$ cat config.mk
export PLATFORM = sky130hd
export DESIGN_NAME = rmc_top
export DESIGN_NICKNAME = d
export VERILOG_FILES = /design/src/rmc_pkg.sv /design/src/rmc_sync.sv /design/src/rmc_sticky.sv /design/src/rmc_top.sv
export VERILOG_INCLUDE_DIRS = /design/src
export SDC_FILE = /design/constraint.sdc
export NUM_CORES = 1
export LEC_CHECK = 0
export ABC_AREA = 1
export BUFFER_PORTS_ARGS = -buffer_cell sky130_fd_sc_hd__clkbuf_2
export CORE_ASPECT_RATIO = 1.75
export CORE_MARGIN = 3
export CORE_UTILIZATION = 41
export DETAILED_ROUTE_END_ITERATION = 8
export GPL_TIMING_DRIVEN = 0
export MAX_ROUTING_LAYER = met4
export PLACE_DENSITY = 0.66
export SYNTH_ARGS = -nofsm -noshare
export SYNTH_HDL_FRONTEND = slang
export SYNTH_SLANG_ARGS = --single-unit
$ cat constraint.sdc
create_clock -name i_clk_sys -period 4 [get_ports i_clk_sys]
set_input_delay 0 -clock i_clk_sys [delete_from_list [all_inputs] [get_ports i_clk_sys]]
set_output_delay 0 -clock i_clk_sys [all_outputs]
set_load 0.05 [all_outputs]
$ cat src/rmc_params.svh
// constants of the radio modem configuration register bank
`ifndef RMC_PARAMS_SVH
`define RMC_PARAMS_SVH

// bus geometry: byte address is four times the register index
`define RMC_AW 14
`define RMC_IDX_W 12
`define RMC_DW 32

// register indices
`define RMC_IDX_PA_LEVEL 12'h307
`define RMC_IDX_WAKE_HIGH 12'h30C
`define RMC_IDX_WAKE_LOW 12'h30D
`define RMC_IDX_SIG_STRENGTH 12'h312
`define RMC_IDX_IMAGE_CAL 12'h319
`define RMC_IDX_LOOP_DIV 12'h32F
`define RMC_IDX_PKT_SRC 12'h336
`define RMC_IDX_CMD_SRC 12'h337
`define RMC_IDX_CAL_CTRL 12'h338
`define RMC_IDX_CAL_STAT 12'h339
`define RMC_IDX_CAL_WORD 12'h345
`define RMC_IDX_CAL_OVR 12'h346
`define RMC_IDX_LOOP_MODE 12'h35D

// field positions
`define RMC_WAKE_MEM_BIT 3
`define RMC_IMG_OVR_BIT 5
`define RMC_PKT_TX_BIT 4
`define RMC_PKT_ADDR_BIT 3
`define RMC_PKT_CRC_BIT 2
`define RMC_PKT_SYNC_BIT 1
`define RMC_PKT_PRE_BIT 0
`define RMC_CMD_READY_BIT 6
`define RMC_CMD_PORT_BIT 1
`define RMC_CMD_DONE_BIT 0
`define RMC_CAL_SYNTH_BIT 1
`define RMC_CAL_FILT_BIT 0

// implemented bits of the event source registers
`define RMC_PKT_MASK 8'h1F
`define RMC_CMD_MASK 8'h43

// reset values
`define RMC_RST_ZERO 8'h00
`define RMC_RST_LOOP_DIV 8'h28

// calibration source decodes
`define RMC_DIV_OFF 5'h00
`define RMC_DIV_4 5'h04
`define RMC_DIV_8 5'h08
`define RMC_DIV_16 5'h10
`define RMC_PWR_X0 3'h0
`define RMC_PWR_X1 3'h1
`define RMC_PWR_X2 3'h2
`define RMC_PWR_X3 3'h3
`define RMC_PWR_X4 3'h4

// signal strength offset in dBm, applied by software
`define RMC_SIG_OFFSET_DBM 107

// bus responses
`define RMC_RESP_OKAY 2'h0
`define RMC_RESP_SLVERR 2'h2

`endif

$ cat src/rmc_pkg.sv
// types of the radio modem configuration register bank
package rmc_pkg;

  typedef enum logic [1:0] {
    RMC_LOOP_FREE = 2'h0,
    RMC_LOOP_MANUAL = 2'h1,
    RMC_LOOP_HOLD = 2'h2,
    RMC_LOOP_LOCK = 2'h3
  } rmc_loop_op_t;

  typedef struct packed {
    logic [2:0] stg;
    logic level;
  } rmc_sync_st_t;

  typedef struct packed {
    logic [7:0] flags;
  } rmc_sticky_st_t;

  typedef struct packed {
    logic aw_got;
    logic [11:0] aw_idx;
    logic w_got;
    logic [7:0] w_data;
    logic w_lane;
    logic bvalid;
    logic [1:0] bresp;
    logic rvalid;
    logic [1:0] rresp;
    logic [31:0] rdata;
    logic [5:0] pa_level;
    logic mem_power;
    logic mem_power_hold;
    logic [7:0] sig_strength;
    logic [5:0] image_cal;
    logic [7:0] loop_div;
    logic [1:0] cal_ctrl;
    logic [6:0] cal_ovr;
    logic [6:0] loop_mode;
    logic [4:0] src_div;
    logic [2:0] src_pwr;
    logic [5:0] cal_word;
    logic [1:0] amp_gain;
    logic mix_gain;
    logic [1:0] filt_gain;
  } rmc_top_st_t;

endpackage

$ cat src/rmc_sync.sv
// three-stage synchroniser with agreement filter
`timescale 1ns/100ps
`include "rmc_params.svh"
module rmc_sync (
  // clock and reset
  input wire logic i_clk_sys,
  input wire logic i_rst,
  // asynchronous level in, filtered level out
  input wire logic i_async,
  output logic o_level
);
  rmc_pkg::rmc_sync_st_t q;
  rmc_pkg::rmc_sync_st_t d;

  // stage 0 feeds stage 1 only; the filter looks at stages 1 and 2
  always_comb
  begin
    d = q;
    d.stg = {q.stg[1:0], i_async};
    if (q.stg[1] == q.stg[2])
    begin
      d.level = q.stg[2];
    end
  end

  always_ff @(posedge i_clk_sys or posedge i_rst)
  begin
    if (i_rst)
    begin
      q <= '0;
    end
    else
    begin
      q <= d;
    end
  end

  assign o_level = q.level;
endmodule // rmc_sync

$ cat src/rmc_sticky.sv
// sticky event flags, write one to clear, set beats clear
`timescale 1ns/100ps
`include "rmc_params.svh"
module rmc_sticky #(
  parameter logic [7:0] MASK = 8'hFF
) (
  // clock and reset
  input wire logic i_clk_sys,
  input wire logic i_rst,
  // events, software clear mask, content loss
  input wire logic [7:0] i_set,
  input wire logic [7:0] i_clr,
  input wire logic i_wipe,
  output logic [7:0] o_flags
);
  rmc_pkg::rmc_sticky_st_t q;
  rmc_pkg::rmc_sticky_st_t d;

  always_comb
  begin
    d = q;
    d.flags = ((q.flags & ~i_clr) | i_set) & MASK;
    if (i_wipe)
    begin
      d.flags = `RMC_RST_ZERO;
    end
  end

  always_ff @(posedge i_clk_sys or posedge i_rst)
  begin
    if (i_rst)
    begin
      q <= '0;
    end
    else
    begin
      q <= d;
    end
  end

  assign o_flags = q.flags;
endmodule // rmc_sticky

$ cat src/rmc_top.sv
// radio modem configuration register bank behind an axi4-lite slave
`timescale 1ns/100ps
`include "rmc_params.svh"
module rmc_top (
  // clock and reset
  input wire logic i_clk_sys,
  input wire logic i_rst,
  // axi4-lite write address and data
  input wire logic i_s_axi_awvalid,
  output logic o_s_axi_awready,
  input wire logic [13:0] i_s_axi_awaddr,
  input wire logic i_s_axi_wvalid,
  output logic o_s_axi_wready,
  input wire logic [31:0] i_s_axi_wdata,
  input wire logic [3:0] i_s_axi_wstrb,
  // axi4-lite write response
  output logic o_s_axi_bvalid,
  input wire logic i_s_axi_bready,
  output logic [1:0] o_s_axi_bresp,
  // axi4-lite read
  input wire logic i_s_axi_arvalid,
  output logic o_s_axi_arready,
  input wire logic [13:0] i_s_axi_araddr,
  output logic o_s_axi_rvalid,
  input wire logic i_s_axi_rready,
  output logic [31:0] o_s_axi_rdata,
  output logic [1:0] o_s_axi_rresp,
  // radio state, asynchronous
  input wire logic i_radio_sleep_state,
  // radio events, one-cycle pulses, and the packet mode level
  input wire logic i_packet_mode,
  input wire logic i_ev_tx_done,
  input wire logic i_ev_addr_match,
  input wire logic i_ev_crc_ok,
  input wire logic i_ev_sync_found,
  input wire logic i_ev_preamble_found,
  input wire logic i_ev_cmd_ready,
  input wire logic i_ev_cmd_done,
  input wire logic i_ev_port_ready,
  // radio status
  input wire logic i_rx_packet_done,
  input wire logic [7:0] i_sig_strength,
  input wire logic i_synth_calibration_done,
  input wire logic i_rx_filter_calibration_done,
  input wire logic i_amp_ramp_done,
  input wire logic [5:0] i_filter_cal_result,
  input wire logic [1:0] i_loop_amp_gain,
  input wire logic i_loop_mix_gain,
  input wire logic [1:0] i_loop_filt_gain,
  // configuration to the radio
  output logic [5:0] o_pa_target_level,
  output logic o_sleep_memory_power_enable,
  output logic o_image_cal_override_enable,
  output logic [4:0] o_cal_src_divide,
  output logic [2:0] o_cal_src_power,
  output logic [7:0] o_gain_loop_clock_divide,
  output logic o_synth_calibration_enable,
  output logic o_rx_filter_calibration_enable,
  output logic [5:0] o_filter_cal_word,
  output logic [1:0] o_gain_loop_operation,
  output logic [1:0] o_low_noise_amp_gain,
  output logic o_mixer_gain,
  output logic [1:0] o_filter_gain
);
  rmc_pkg::rmc_top_st_t q;
  rmc_pkg::rmc_top_st_t d;
  logic sleep_lvl;
  logic aw_hs;
  logic w_hs;
  logic ar_hs;
  logic commit;
  logic wr_en;
  logic [11:0] wr_idx;
  logic [11:0] rd_idx;
  logic [7:0] wr_byte;
  logic wr_lane;
  logic [7:0] rd_byte;
  logic [7:0] pkt_flags;
  logic [7:0] cmd_flags;
  logic [7:0] pkt_set;
  logic [7:0] cmd_set;
  logic [7:0] pkt_clr;
  logic [7:0] cmd_clr;
  function automatic logic is_mapped(input logic [11:0] idx);
    case (idx)
      `RMC_IDX_PA_LEVEL, `RMC_IDX_WAKE_HIGH, `RMC_IDX_WAKE_LOW,
      `RMC_IDX_SIG_STRENGTH, `RMC_IDX_IMAGE_CAL, `RMC_IDX_LOOP_DIV,
      `RMC_IDX_PKT_SRC, `RMC_IDX_CMD_SRC, `RMC_IDX_CAL_CTRL,
      `RMC_IDX_CAL_STAT, `RMC_IDX_CAL_WORD, `RMC_IDX_CAL_OVR,
      `RMC_IDX_LOOP_MODE: is_mapped = 1'b1;
      default: is_mapped = 1'b0;
    endcase
  endfunction
  function automatic logic [4:0] src_divisor(input logic [1:0] sel);
    case (sel)
      2'h1: src_divisor = `RMC_DIV_4;
      2'h2: src_divisor = `RMC_DIV_8;
      2'h3: src_divisor = `RMC_DIV_16;
      default: src_divisor = `RMC_DIV_OFF;
    endcase
  endfunction
  function automatic logic [2:0] src_power(input logic [2:0] sel);
    case (sel)
      3'h1, 3'h2: src_power = `RMC_PWR_X1;
      3'h3, 3'h4: src_power = `RMC_PWR_X2;
      3'h5, 3'h6: src_power = `RMC_PWR_X3;
      3'h7: src_power = `RMC_PWR_X4;
      default: src_power = `RMC_PWR_X0;
    endcase
  endfunction
  // sleep arrives from the power controller, outside this clock
  rmc_sync u_sleep_sync (
    .i_clk_sys(i_clk_sys), .i_rst(i_rst), .i_async(i_radio_sleep_state),
    .o_level(sleep_lvl)
  );
  always_comb
  begin
    pkt_set = `RMC_RST_ZERO;
    pkt_set[`RMC_PKT_TX_BIT] = i_ev_tx_done && i_packet_mode;
    pkt_set[`RMC_PKT_ADDR_BIT] = i_ev_addr_match && i_packet_mode;
    pkt_set[`RMC_PKT_CRC_BIT] = i_ev_crc_ok && i_packet_mode;
    pkt_set[`RMC_PKT_SYNC_BIT] = i_ev_sync_found;
    pkt_set[`RMC_PKT_PRE_BIT] = i_ev_preamble_found;
    cmd_set = `RMC_RST_ZERO;
    cmd_set[`RMC_CMD_READY_BIT] = i_ev_cmd_ready;
    cmd_set[`RMC_CMD_DONE_BIT] = i_ev_cmd_done;
    cmd_set[`RMC_CMD_PORT_BIT] = i_ev_port_ready;
  end
  assign pkt_clr = (wr_en && wr_idx == `RMC_IDX_PKT_SRC) ?
    wr_byte : `RMC_RST_ZERO;
  assign cmd_clr = (wr_en && wr_idx == `RMC_IDX_CMD_SRC) ?
    wr_byte : `RMC_RST_ZERO;
  // an event in the clearing cycle survives the clear
  rmc_sticky #(.MASK(`RMC_PKT_MASK)) u_pkt_src (
    .i_clk_sys(i_clk_sys), .i_rst(i_rst), .i_set(pkt_set),
    .i_clr(pkt_clr), .i_wipe(sleep_lvl), .o_flags(pkt_flags)
  );
  rmc_sticky #(.MASK(`RMC_CMD_MASK)) u_cmd_src (
    .i_clk_sys(i_clk_sys), .i_rst(i_rst), .i_set(cmd_set),
    .i_clr(cmd_clr), .i_wipe(sleep_lvl), .o_flags(cmd_flags)
  );
  assign o_s_axi_awready = !q.aw_got && !q.bvalid;
  assign o_s_axi_wready = !q.w_got && !q.bvalid;
  assign o_s_axi_arready = !q.rvalid;
  assign aw_hs = i_s_axi_awvalid && o_s_axi_awready;
  assign w_hs = i_s_axi_wvalid && o_s_axi_wready;
  assign ar_hs = i_s_axi_arvalid && o_s_axi_arready;
  assign wr_idx = q.aw_got ? q.aw_idx : i_s_axi_awaddr[13:2];
  assign wr_byte = q.w_got ? q.w_data : i_s_axi_wdata[7:0];
  assign wr_lane = q.w_got ? q.w_lane : i_s_axi_wstrb[0];
  assign rd_idx = i_s_axi_araddr[13:2];
  assign commit = (q.aw_got || aw_hs) && (q.w_got || w_hs);
  // writes during sleep are answered but discarded
  assign wr_en = commit && wr_lane && !sleep_lvl;
  always_comb
  begin
    d = q;
    case (rd_idx)
      `RMC_IDX_PA_LEVEL: rd_byte = {2'h0, q.pa_level};
      `RMC_IDX_SIG_STRENGTH: rd_byte = q.sig_strength;
      `RMC_IDX_IMAGE_CAL: rd_byte = {2'h0, q.image_cal};
      `RMC_IDX_LOOP_DIV: rd_byte = q.loop_div;
      `RMC_IDX_PKT_SRC: rd_byte = pkt_flags;
      `RMC_IDX_CMD_SRC: rd_byte = cmd_flags;
      `RMC_IDX_CAL_CTRL: rd_byte = {6'h00, q.cal_ctrl};
      `RMC_IDX_CAL_STAT: rd_byte = {5'h00, i_amp_ramp_done,
        i_synth_calibration_done,
        i_rx_filter_calibration_done && q.cal_ctrl[`RMC_CAL_FILT_BIT]};
      `RMC_IDX_CAL_WORD: rd_byte = {2'h0, q.cal_word};
      `RMC_IDX_CAL_OVR: rd_byte = {1'h0, q.cal_ovr};
      `RMC_IDX_LOOP_MODE: rd_byte = {1'h0, q.loop_mode};
      default: rd_byte = `RMC_RST_ZERO;
    endcase
    if (aw_hs && !commit)
    begin
      d.aw_got = 1'b1;
      d.aw_idx = i_s_axi_awaddr[13:2];
    end
    if (w_hs && !commit)
    begin
      d.w_got = 1'b1;
      d.w_data = i_s_axi_wdata[7:0];
      d.w_lane = i_s_axi_wstrb[0];
    end
    if (commit)
    begin
      d.aw_got = 1'b0;
      d.w_got = 1'b0;
      d.bvalid = 1'b1;
      d.bresp = is_mapped(wr_idx) ? `RMC_RESP_OKAY : `RMC_RESP_SLVERR;
    end
    else if (q.bvalid && i_s_axi_bready)
    begin
      d.bvalid = 1'b0;
    end
    if (ar_hs)
    begin
      d.rvalid = 1'b1;
      d.rdata = {24'h00_0000, rd_byte};
      d.rresp = is_mapped(rd_idx) ? `RMC_RESP_OKAY : `RMC_RESP_SLVERR;
    end
    else if (q.rvalid && i_s_axi_rready)
    begin
      d.rvalid = 1'b0;
    end
    if (wr_en)
    begin
      case (wr_idx)
        `RMC_IDX_PA_LEVEL: d.pa_level = wr_byte[5:0];
        `RMC_IDX_WAKE_LOW: d.mem_power = wr_byte[`RMC_WAKE_MEM_BIT];
        `RMC_IDX_IMAGE_CAL: d.image_cal = wr_byte[5:0];
        `RMC_IDX_LOOP_DIV: d.loop_div = wr_byte;
        `RMC_IDX_CAL_CTRL: d.cal_ctrl = wr_byte[1:0];
        `RMC_IDX_CAL_OVR: d.cal_ovr = wr_byte[6:0];
        `RMC_IDX_LOOP_MODE: d.loop_mode = wr_byte[6:0];
      endcase
    end
    if (i_rx_packet_done)
    begin
      d.sig_strength = i_sig_strength;
    end
    // memory power must survive the wipe, so it is held while asleep
    if (!sleep_lvl)
    begin
      d.mem_power_hold = d.mem_power;
    end
    if (sleep_lvl)
    begin
      d.pa_level = 6'h00;
      d.mem_power = 1'b0;
      d.sig_strength = `RMC_RST_ZERO;
      d.image_cal = 6'h00;
      d.loop_div = `RMC_RST_LOOP_DIV;
      d.cal_ctrl = 2'h0;
      d.cal_ovr = 7'h00;
      d.loop_mode = 7'h00;
    end
    d.src_div = src_divisor(d.image_cal[4:3]);
    d.src_pwr = src_power(d.image_cal[2:0]);
    d.cal_word = d.cal_ovr[0] ? d.cal_ovr[6:1] : i_filter_cal_result;
    if (d.loop_mode[6:5] == rmc_pkg::RMC_LOOP_MANUAL)
    begin
      d.amp_gain = d.loop_mode[4:3];
      d.mix_gain = d.loop_mode[2];
      d.filt_gain = d.loop_mode[1:0];
    end
    else
    begin
      d.amp_gain = i_loop_amp_gain;
      d.mix_gain = i_loop_mix_gain;
      d.filt_gain = i_loop_filt_gain;
    end
  end
  always_ff @(posedge i_clk_sys or posedge i_rst)
  begin
    if (i_rst)
    begin
      q <= '0;
      q.loop_div <= `RMC_RST_LOOP_DIV;
    end
    else
    begin
      q <= d;
    end
  end
  assign o_s_axi_bvalid = q.bvalid;
  assign o_s_axi_bresp = q.bresp;
  assign o_s_axi_rvalid = q.rvalid;
  assign o_s_axi_rdata = q.rdata;
  assign o_s_axi_rresp = q.rresp;
  assign o_pa_target_level = q.pa_level;
  assign o_sleep_memory_power_enable = q.mem_power_hold;
  assign o_image_cal_override_enable = q.image_cal[`RMC_IMG_OVR_BIT];
  assign o_cal_src_divide = q.src_div;
  assign o_cal_src_power = q.src_pwr;
  assign o_gain_loop_clock_divide = q.loop_div;
  assign o_synth_calibration_enable = q.cal_ctrl[`RMC_CAL_SYNTH_BIT];
  assign o_rx_filter_calibration_enable = q.cal_ctrl[`RMC_CAL_FILT_BIT];
  assign o_filter_cal_word = q.cal_word;
  assign o_gain_loop_operation = q.loop_mode[6:5];
  assign o_low_noise_amp_gain = q.amp_gain;
  assign o_mixer_gain = q.mix_gain;
  assign o_filter_gain = q.filt_gain;
  chk_sleep_wipe: assert property (@(posedge i_clk_sys)
    disable iff (i_rst) sleep_lvl |=> (q.pa_level == 6'h00 &&
    o_gain_loop_clock_divide == `RMC_RST_LOOP_DIV && pkt_flags ==
    `RMC_RST_ZERO)) else $error("bank not wiped in sleep");
  chk_pa_write: assert property (@(posedge i_clk_sys)
    disable iff (i_rst) (wr_en && wr_idx == `RMC_IDX_PA_LEVEL) |=>
    ({2'h0, o_pa_target_level} == ($past(wr_byte) & 8'h3F)))
    else $error("amplifier level write lost");
  chk_mem_hold: assert property (@(posedge i_clk_sys)
    disable iff (i_rst) (sleep_lvl && $past(sleep_lvl)) |->
    $stable(o_sleep_memory_power_enable))
    else $error("memory power changed in sleep");
  chk_strength_take: assert property (@(posedge i_clk_sys)
    disable iff (i_rst) (i_rx_packet_done && !sleep_lvl) |=>
    q.sig_strength == $past(i_sig_strength))
    else $error("signal strength not captured");
  chk_src_decode: assert property (@(posedge i_clk_sys)
    disable iff (i_rst) (q.image_cal[4:3] == 2'h3) |->
    (o_cal_src_divide == `RMC_DIV_16))
    else $error("source divide decode wrong");
  chk_src_power: assert property (@(posedge i_clk_sys)
    disable iff (i_rst) (q.image_cal[2:0] == 3'h7) |->
    (o_cal_src_power == `RMC_PWR_X4))
    else $error("source power decode wrong");
  chk_tx_event: assert property (@(posedge i_clk_sys)
    disable iff (i_rst) (i_ev_tx_done && i_packet_mode && !sleep_lvl)
    |=> pkt_flags[`RMC_PKT_TX_BIT])
    else $error("transmit end not flagged");
  chk_tx_gated: assert property (@(posedge i_clk_sys)
    disable iff (i_rst) (i_ev_tx_done && !i_packet_mode &&
    !pkt_flags[`RMC_PKT_TX_BIT]) |=> !pkt_flags[`RMC_PKT_TX_BIT])
    else $error("transmit end flagged outside packet mode");
  chk_cmd_event: assert property (@(posedge i_clk_sys)
    disable iff (i_rst) (i_ev_cmd_ready && !sleep_lvl) |=>
    cmd_flags[`RMC_CMD_READY_BIT])
    else $error("command ready not flagged");
  chk_filt_gate: assert property (@(posedge i_clk_sys)
    disable iff (i_rst) (ar_hs && rd_idx == `RMC_IDX_CAL_STAT &&
    !q.cal_ctrl[`RMC_CAL_FILT_BIT]) |=> !o_s_axi_rdata[0])
    else $error("filter done shown while disabled");
  chk_ovr_word: assert property (@(posedge i_clk_sys)
    disable iff (i_rst) q.cal_ovr[0] |->
    (o_filter_cal_word == q.cal_ovr[6:1]))
    else $error("override word not applied");
  chk_manual_gain: assert property (@(posedge i_clk_sys)
    disable iff (i_rst) (q.loop_mode[6:5] == rmc_pkg::RMC_LOOP_MANUAL) |->
    (o_low_noise_amp_gain == q.loop_mode[4:3] &&
    o_mixer_gain == q.loop_mode[2] && o_filter_gain == q.loop_mode[1:0]))
    else $error("manual gains not applied");
  chk_write_resp: assert property (@(posedge i_clk_sys) disable iff (i_rst)
    commit |=> o_s_axi_bvalid [*1] ##0 (o_s_axi_bresp ==
    $past(is_mapped(wr_idx) ? `RMC_RESP_OKAY : `RMC_RESP_SLVERR)))
    else $error("write response missing");
endmodule // rmc_top

==> run metrics, run 1 <==
Slew HR 32.4%; initial antenna violation count 0; WL/cell 14.4 um; fin nets 1,194; first-pass GRT wire length 29,700 um; htree depth 3; Worst Tran Pin Value 1.00 ns; CTS Buf Count 9; Multi-input gate area 2800 sq um; Levels on crit path 8; Slew Limit Fails 0; PortBufs 123; Hold Vio Cnt, Final 0; worst path arrival time 2.92 ns; leak pwr 4.54 nW; ys async rst share 100%; WS Path Type register to register; Final min period 2.67 ns; status finished, final reports clean; Final ANT Viol Nets 0; Post-Syn Area 6540 sq um; post-synth top area share 41.3%; Clk network pwr share 24.5%; GRT busiest layer met2; Via density 4.73; FF/Latch Area 2760 sq um; R2R setup slack 1.33 ns; clock transition at the registers of the reported paths 0.08 ns; Hold WS 0.00744 ns; dominant cell by count in the synthesized netlist nand2_1; Die Y 173 um; startpoint types register; reg2reg end o_cal_src_power[1]; final wirelength about 18,000 um; hpwl dp between 10,000 and 15,000 um; Worst EP required 4.24 ns; Max IR drop VDD 431 uV; final setup violation count 0; Setup TNS 0 ns; Primary FF master, synth dfrtp_1; switching share of power 40.5%; Resized cells post-CTS 0; syn_area_per_cell 7.53 sq um; RSZ-0062 raised after global routing false; setup bufs post-CTS 0; CTS tree done; CTS Root Buffer Type clkbuf_16; largest cells by area after synthesis dfrtp_1 41%, nand2_1 13%, buf_4 8.0%; pin count of the biggest net entering global routing 64; worst-path fanout max 8; Synth area leader dfrtp_1; clock sinks 110; Die W 101 um; Non-Filler Instances 1,277; Netlist cell types 43; GRT Total Usage 22.1%; Slowest-stage cell, CP o21ai_0; FF-to-FF Start q[112]; Critical Path Max Stage Delay 0.63 ns; Seq/Total Area, Yosys 42.1%; CP endpoint kind register; via count 6,039; GPL Wtd Cong 0.924; Post-Place Cells 1,205; Synth top cells by count 226 x nand2_1, 108 x dfrtp_1, 107 x inv_1, 76 x nor2_1, 70 x buf_4; NetSw 1.45 mW; IO Pins 184; full die area 17,600 sq um; GR Util met2 39.7%; Max Cap Viol 0; Hold Path Class primary input to register; crit path capture o_cal_src_power[1]; Post-CTS Hold Buffers 56; Max Clock Freq between 300 and 400 MHz; R2R depth 8; CP startpoint q[112]; Tcrit/Tclk final 66.9%; ant diodes 0; Congestion Overflow GR 0; M1 GR Usage around a quarter; FF+latch count, synth 110; core area 15,500 sq um; site row count 60; Internal around 2.1 mW; PD cells 428 nW/um^2; worst-path cell chain buf_2 -> o21ai_0 -> inv_1 -> o21ai_0 -> inv_1 -> ha_1 -> nor3_1 -> o21ai_1; Logic pwr share between 30% and 40%; 1st-iter DRT viols 252; Filler Cell Count 1,541; Synth warnings 0; met3 GRT Util 2.02%; Top Family by Delay on Critical Path compound AO/OA/AOI/OAI gates; clk_skew 0.0104 ns; Post-synth EDFFs 0; worst path buffer plus inverter count 3; Clock Tree Buf Depth 2; Initial Utilization 42.1%; Gate Count Post-Synth 868; Seq pwr share 38.2%; total design power 3.58 mW; worst skew pair latency approximately 0.35 ns; layout cells sized above 1 26.6%; # DRC 0; total iterations of the first detailed-routing run 4; synthesis-to-layout area growth 27.8%; vias in the first global route slightly above 6,000
==> worst min path at each step <==
stage,startpoint,slack [ns],end,cells after the start
2_1_floorplan,i_radio_sleep_state,0.03,u_sleep_sync.d[2],0
4_1_cts,i_s_axi_awaddr[5],0.006,q[116],3
3_5_place_dp,i_radio_sleep_state,0.11,u_sleep_sync.d[2],1
6_report,i_s_axi_awaddr[5],0.007,q[116],3
5_1_grt,i_packet_mode,0.01,u_pkt_src.o_flags[2],3
3_3_place_gp,i_radio_sleep_state,0.11,u_sleep_sync.d[2],1
==> registers in the layout, summed over array words and instances, names as in the netlist, 2 cells and up <==
signal,count
o_cal_src_divide,3
o_cal_src_power,3
o_filter_cal_word,6
o_filter_gain,2
o_gain_loop_clock_divide,8
o_gain_loop_operation,2
o_low_noise_amp_gain,2
o_pa_target_level,6
o_s_axi_rdata,8
q,49
u_cmd_src.o_flags,3
u_pkt_src.o_flags,5
u_sleep_sync.d,2
==> final cells by class <==
| type | instances | share of cell area [%] |
|---|---|---|
| Multi-Input combinational cell | 578 | 33.4 |
| Sequential cell | 110 | 33.0 |
| Timing Repair Buffer | 180 | 14.4 |
| Buffer | 89 | 7.68 |
| Inverter | 118 | 5.39 |
| Tap cell | 186 | 2.78 |
| Clock buffer | 10 | 2.74 |
| Clock inverter | 6 | 0.614 |
==> logic make-up (layout without fill, tap and decap cells) <==
| family | after synthesis | in the layout | share of synthesized area [%] |
|---|---|---|---|
| flip-flops | 110 | 110 | 42.1 |
| other | 1 | 28 | 0.0573 |
| AO/OA/AOI/OAI | 108 | 108 | 9.07 |
| adder cells (fa/ha/maj) | 5 | 5 | 0.918 |
| buffers and inverters | 207 | 403 | 16.7 |
| multiplexers | 5 | 5 | 0.861 |
| AND/OR/NAND/NOR | 432 | 432 | 30.3 |
==> per-stage QoR <==
step                      worst slack (ns)  area [sq um]  utilization [%]
final                                 1.33          8360             53.8
after global routing                  1.07          8360             53.8
after CTS                             1.30          8360             53.8
after detailed placement              1.32          7520             48.4
after global placement              -0.267          7490             48.2
after floorplan                       1.10          6640                -
==> cells in the final DEF, fill, tap and decap left out, types with 3 or more instances in the layout <==
| master | netlist | final |
|---|---|---|
| buf_2 | 5 | 5 |
| clkbuf_16 | 0 | 9 |
| buf_4 | 70 | 70 |
| dfrtp_1 | 108 | 108 |
| clkbuf_1 | 10 | 11 |
| inv_4 | 2 | 3 |
| nand2_4 | 5 | 5 |
| nand3_1 | 53 | 53 |
| nor2_2 | 12 | 12 |
| buf_6 | 3 | 3 |
| nor3_1 | 8 | 8 |
| nand2_1 | 226 | 226 |
| a21oi_1 | 16 | 16 |
| nand4_1 | 15 | 15 |
| clkbuf_2 | 0 | 123 |
| dlygate4sd3_1 | 0 | 56 |
| inv_6 | 0 | 3 |
| inv_2 | 8 | 8 |
| o21ai_1 | 17 | 17 |
| nor2_1 | 76 | 76 |
| conb_1 | 1 | 28 |
| a21oi_2 | 3 | 3 |
| nor2_4 | 8 | 8 |
| inv_1 | 107 | 106 |
| mux2_2 | 5 | 5 |
| nand2_2 | 16 | 16 |
| o21ai_0 | 57 | 57 |
| ha_1 | 4 | 4 |
| o22ai_1 | 8 | 8 |
==> power groups by stage <==
stage | Sequential (mW) | Combinational, mW | Clock [mW]
floorplan | 1.39 | 0.958 | 0
global placement | 1.38 | 1.27 | 0
detailed placement | 1.39 | 1.29 | 0
CTS | 1.37 | 1.34 | 0.896
global route | 1.39 | 1.48 | 0.938
finish | 1.37 | 1.34 | 0.876
==> routing by layer <==
layer  part of all wire (%)  vias up
met5                      0        -
met4                    4.0        0
met3                    3.7       41
met2                     54      174
met1                     38     2757
li1                       -     3067
==> worst register-to-register path, cell delays in order (launching register included) <==
cell     delay [ns]
dfrtp_1        0.36
buf_2          0.16
o21ai_0        0.63
inv_1          0.28
o21ai_0        0.52
inv_1          0.14
ha_1           0.22
nor3_1         0.16
o21ai_1        0.09
No activity file was read; power rests on OpenSTA's default activity.
==> inputs of run 2 (changes only) <==
--- a/config.mk
+++ b/config.mk
@@ -14,7 +14,7 @@
 export DETAILED_ROUTE_END_ITERATION = 8
 export GPL_TIMING_DRIVEN = 0
 export MAX_ROUTING_LAYER = met4
-export PLACE_DENSITY = 0.66
+export PLACE_DENSITY = 0.69
 export SYNTH_ARGS = -nofsm -noshare
 export SYNTH_HDL_FRONTEND = slang
 export SYNTH_SLANG_ARGS = --single-unit
==> constraint.sdc (replaced) <==
create_clock -name i_clk_sys -period 2.17 [get_ports i_clk_sys]
set_input_delay 0 -clock i_clk_sys [delete_from_list [all_inputs] [get_ports i_clk_sys]]
set_output_delay 0 -clock i_clk_sys [all_outputs]
set_load 0.05 [all_outputs]
==> run 2 against run 1 <==
  * Cell area up 3.3%
  * Clock-buffer cell count down 1
  * Non-clock buffer count up 10
  * Clock skew down 0.0028 ns
  * Critical path depth up 7
  * Register-to-register slack worse by 1.3 ns
  * Total power up 93%
  * Clock power up 100%
  * Fmax up 25%
  * Critical path type unchanged
==> run metrics, run 2 (synthesized netlist as in run 1, its figures left out) <==
PortBufs between 100 and 150; Filler Cell Count 1,462; first-pass GRT wire length 29,700 um; Final ANT Viol Nets 0; FF/Latch Area 2760 sq um; GPL Wtd Cong about 0.95; ant diodes 0; Max Clock Freq roughly 470 MHz; clk_skew 0.00761 ns; RSZ-0062 raised after global routing true; full die area about 18,000 sq um; core area 15,500 sq um; Die Y 173 um; Via density 4.76; fin nets 1,204; Worst Tran Pin Value 0.838 ns; Die W 101 um; leak pwr 4.65 nW; Multi-input gate area 2930 sq um; startpoint types register; Slew Limit Fails 0; Max Cap Viol 0; 1st-iter DRT viols ~330; GRT Total Usage 22.1%; Max IR drop VDD roughly 530 uV; IO Pins approximately 180; total iterations of the first detailed-routing run 5; CP endpoint kind register; status finished, final reports clean; Clock Tree Buf Depth 2; final setup violation count 0; PD cells 802 nW/um^2; layout cells sized above 1 29.4%; CTS Root Buffer Type clkbuf_16; # DRC 0; number of flip-flops in the largest register 49; Initial Utilization 42.1%; Hold Vio Cnt, Final 0; Hold Path Class primary input to register; synthesis-to-layout area growth 32.0%; site row count 60; worst-path fanout max 10; Tcrit/Tclk final between 90% and 100%; CTS Buf Count 9; Congestion Overflow GR 0; Most flops, register q; Hold WS about 0.066 ns; CTS tree done; WS Path Type register to register; pin count of the biggest net entering global routing 41; worst path arrival time 2.38 ns; hpwl dp approximately 15,000 um; final wirelength 18,500 um; WL/cell 14.4 um; commonest non-fill, non-tap cells in the layout 220 x nand2_1, 123 x clkbuf_2, 107 x dfrtp_1; clock transition at the registers of the reported paths roughly 0.080 ns; Slew HR 44.0%; clock sinks 110; Post-Place Cells 1,206; most common cell after layout, fill and taps aside nand2_1; Worst EP required 2.41 ns; Setup TNS 0 ns; via count 6,127; vias in the first global route 6,177; worst skew pair latency 0.35 ns; Non-Filler Instances 1,287; htree depth 3; Final min period around 2.1 ns; initial antenna violation count 0
-- run 2: routing by layer --
metal  vias up  GRT usage [%]  routed length (um)
met1      2787           22.5                6690
met5         -              -                   0
li1       3093              -                   -
met3        41           2.62                 756
met4         0           8.54                 633
met2       206           41.4               10400
-- run 2: area by class of cell --
class	instances	area share [%]
Inverter	118	5.29
Buffer	88	7.46
Clock buffer	9	2.61
Sequential cell	110	31.9
Timing Repair Buffer	191	15.1
Tap cell	186	2.70
Clock inverter	7	1.01
Multi-Input combinational cell	578	34.0
-- run 2: path summary, 6_finish.rpt --
kind                              startpoint                           to  slack, ns  cells past startpoint
setup / recovery                      q[125]           o_cal_src_power[1]       0.03                     15
hold / removal              i_rx_packet_done                        q[52]       0.07                      3
setup reg to reg                      q[125]           o_cal_src_power[1]       0.03                     15
hold reg to reg            u_sleep_sync.d[2]            u_sleep_sync.d[3]       0.36                      0
max in group asynchronous              i_rst  o_gain_loop_clock_divide[3]       0.86                      5
min in group asynchronous              i_rst                       q[121]       0.34                      3
-- run 2: power breakdown --
group / switching, mW / total (mW) / leakage, nW / internal, mW
clock network: 0.822 / 1.75 / 0.154 / 0.926
logic: 1.76 / 2.64 / 3.07 / 0.881
registers: 0.193 / 2.53 / 1.43 / 2.34
total: 2.78 / 6.92 / 4.65 / 4.15
-- run 2: per-stage QoR --
stage | setup slack, ns | cell area, sq um | power (mW) | utilization (%)
4_1_cts | 0.00147 | 8550 | 6.90 | 55.0
5_1_grt | -0.0665 | 8630 | 7.37 | 55.6
3_5_place_dp | -0.406 | 7540 | 4.94 | 48.5
2_1_floorplan | 0.0490 | 6650 | 4.34 | -
6_report | 0.0268 | 8630 | 6.92 | 55.6
3_3_place_gp | -0.363 | 7500 | 4.90 | 48.2
-- run 2: repair_timing --
item,in CTS,in global routing
hold buffers,58,0
gates resized for setup,24,20
pin swaps,10,10
setup endpoints to repair,3,18
setup buffers,6,2
hold endpoints to repair,89,0
-- run 2: worst max-delay path: stages (launching register included) --
cell     delay, ns
dfrtp_1       0.38
buf_6         0.14
buf_12        0.15
nand2_4       0.07
inv_2         0.04
nor2_4        0.12
nand2_2       0.08
nor2_4        0.13
nand2_2       0.09
inv_4         0.08
nand2_4       0.07
o21ai_4       0.19
inv_2         0.06
ha_2          0.19
nor3_2        0.16
o21ai_1       0.08
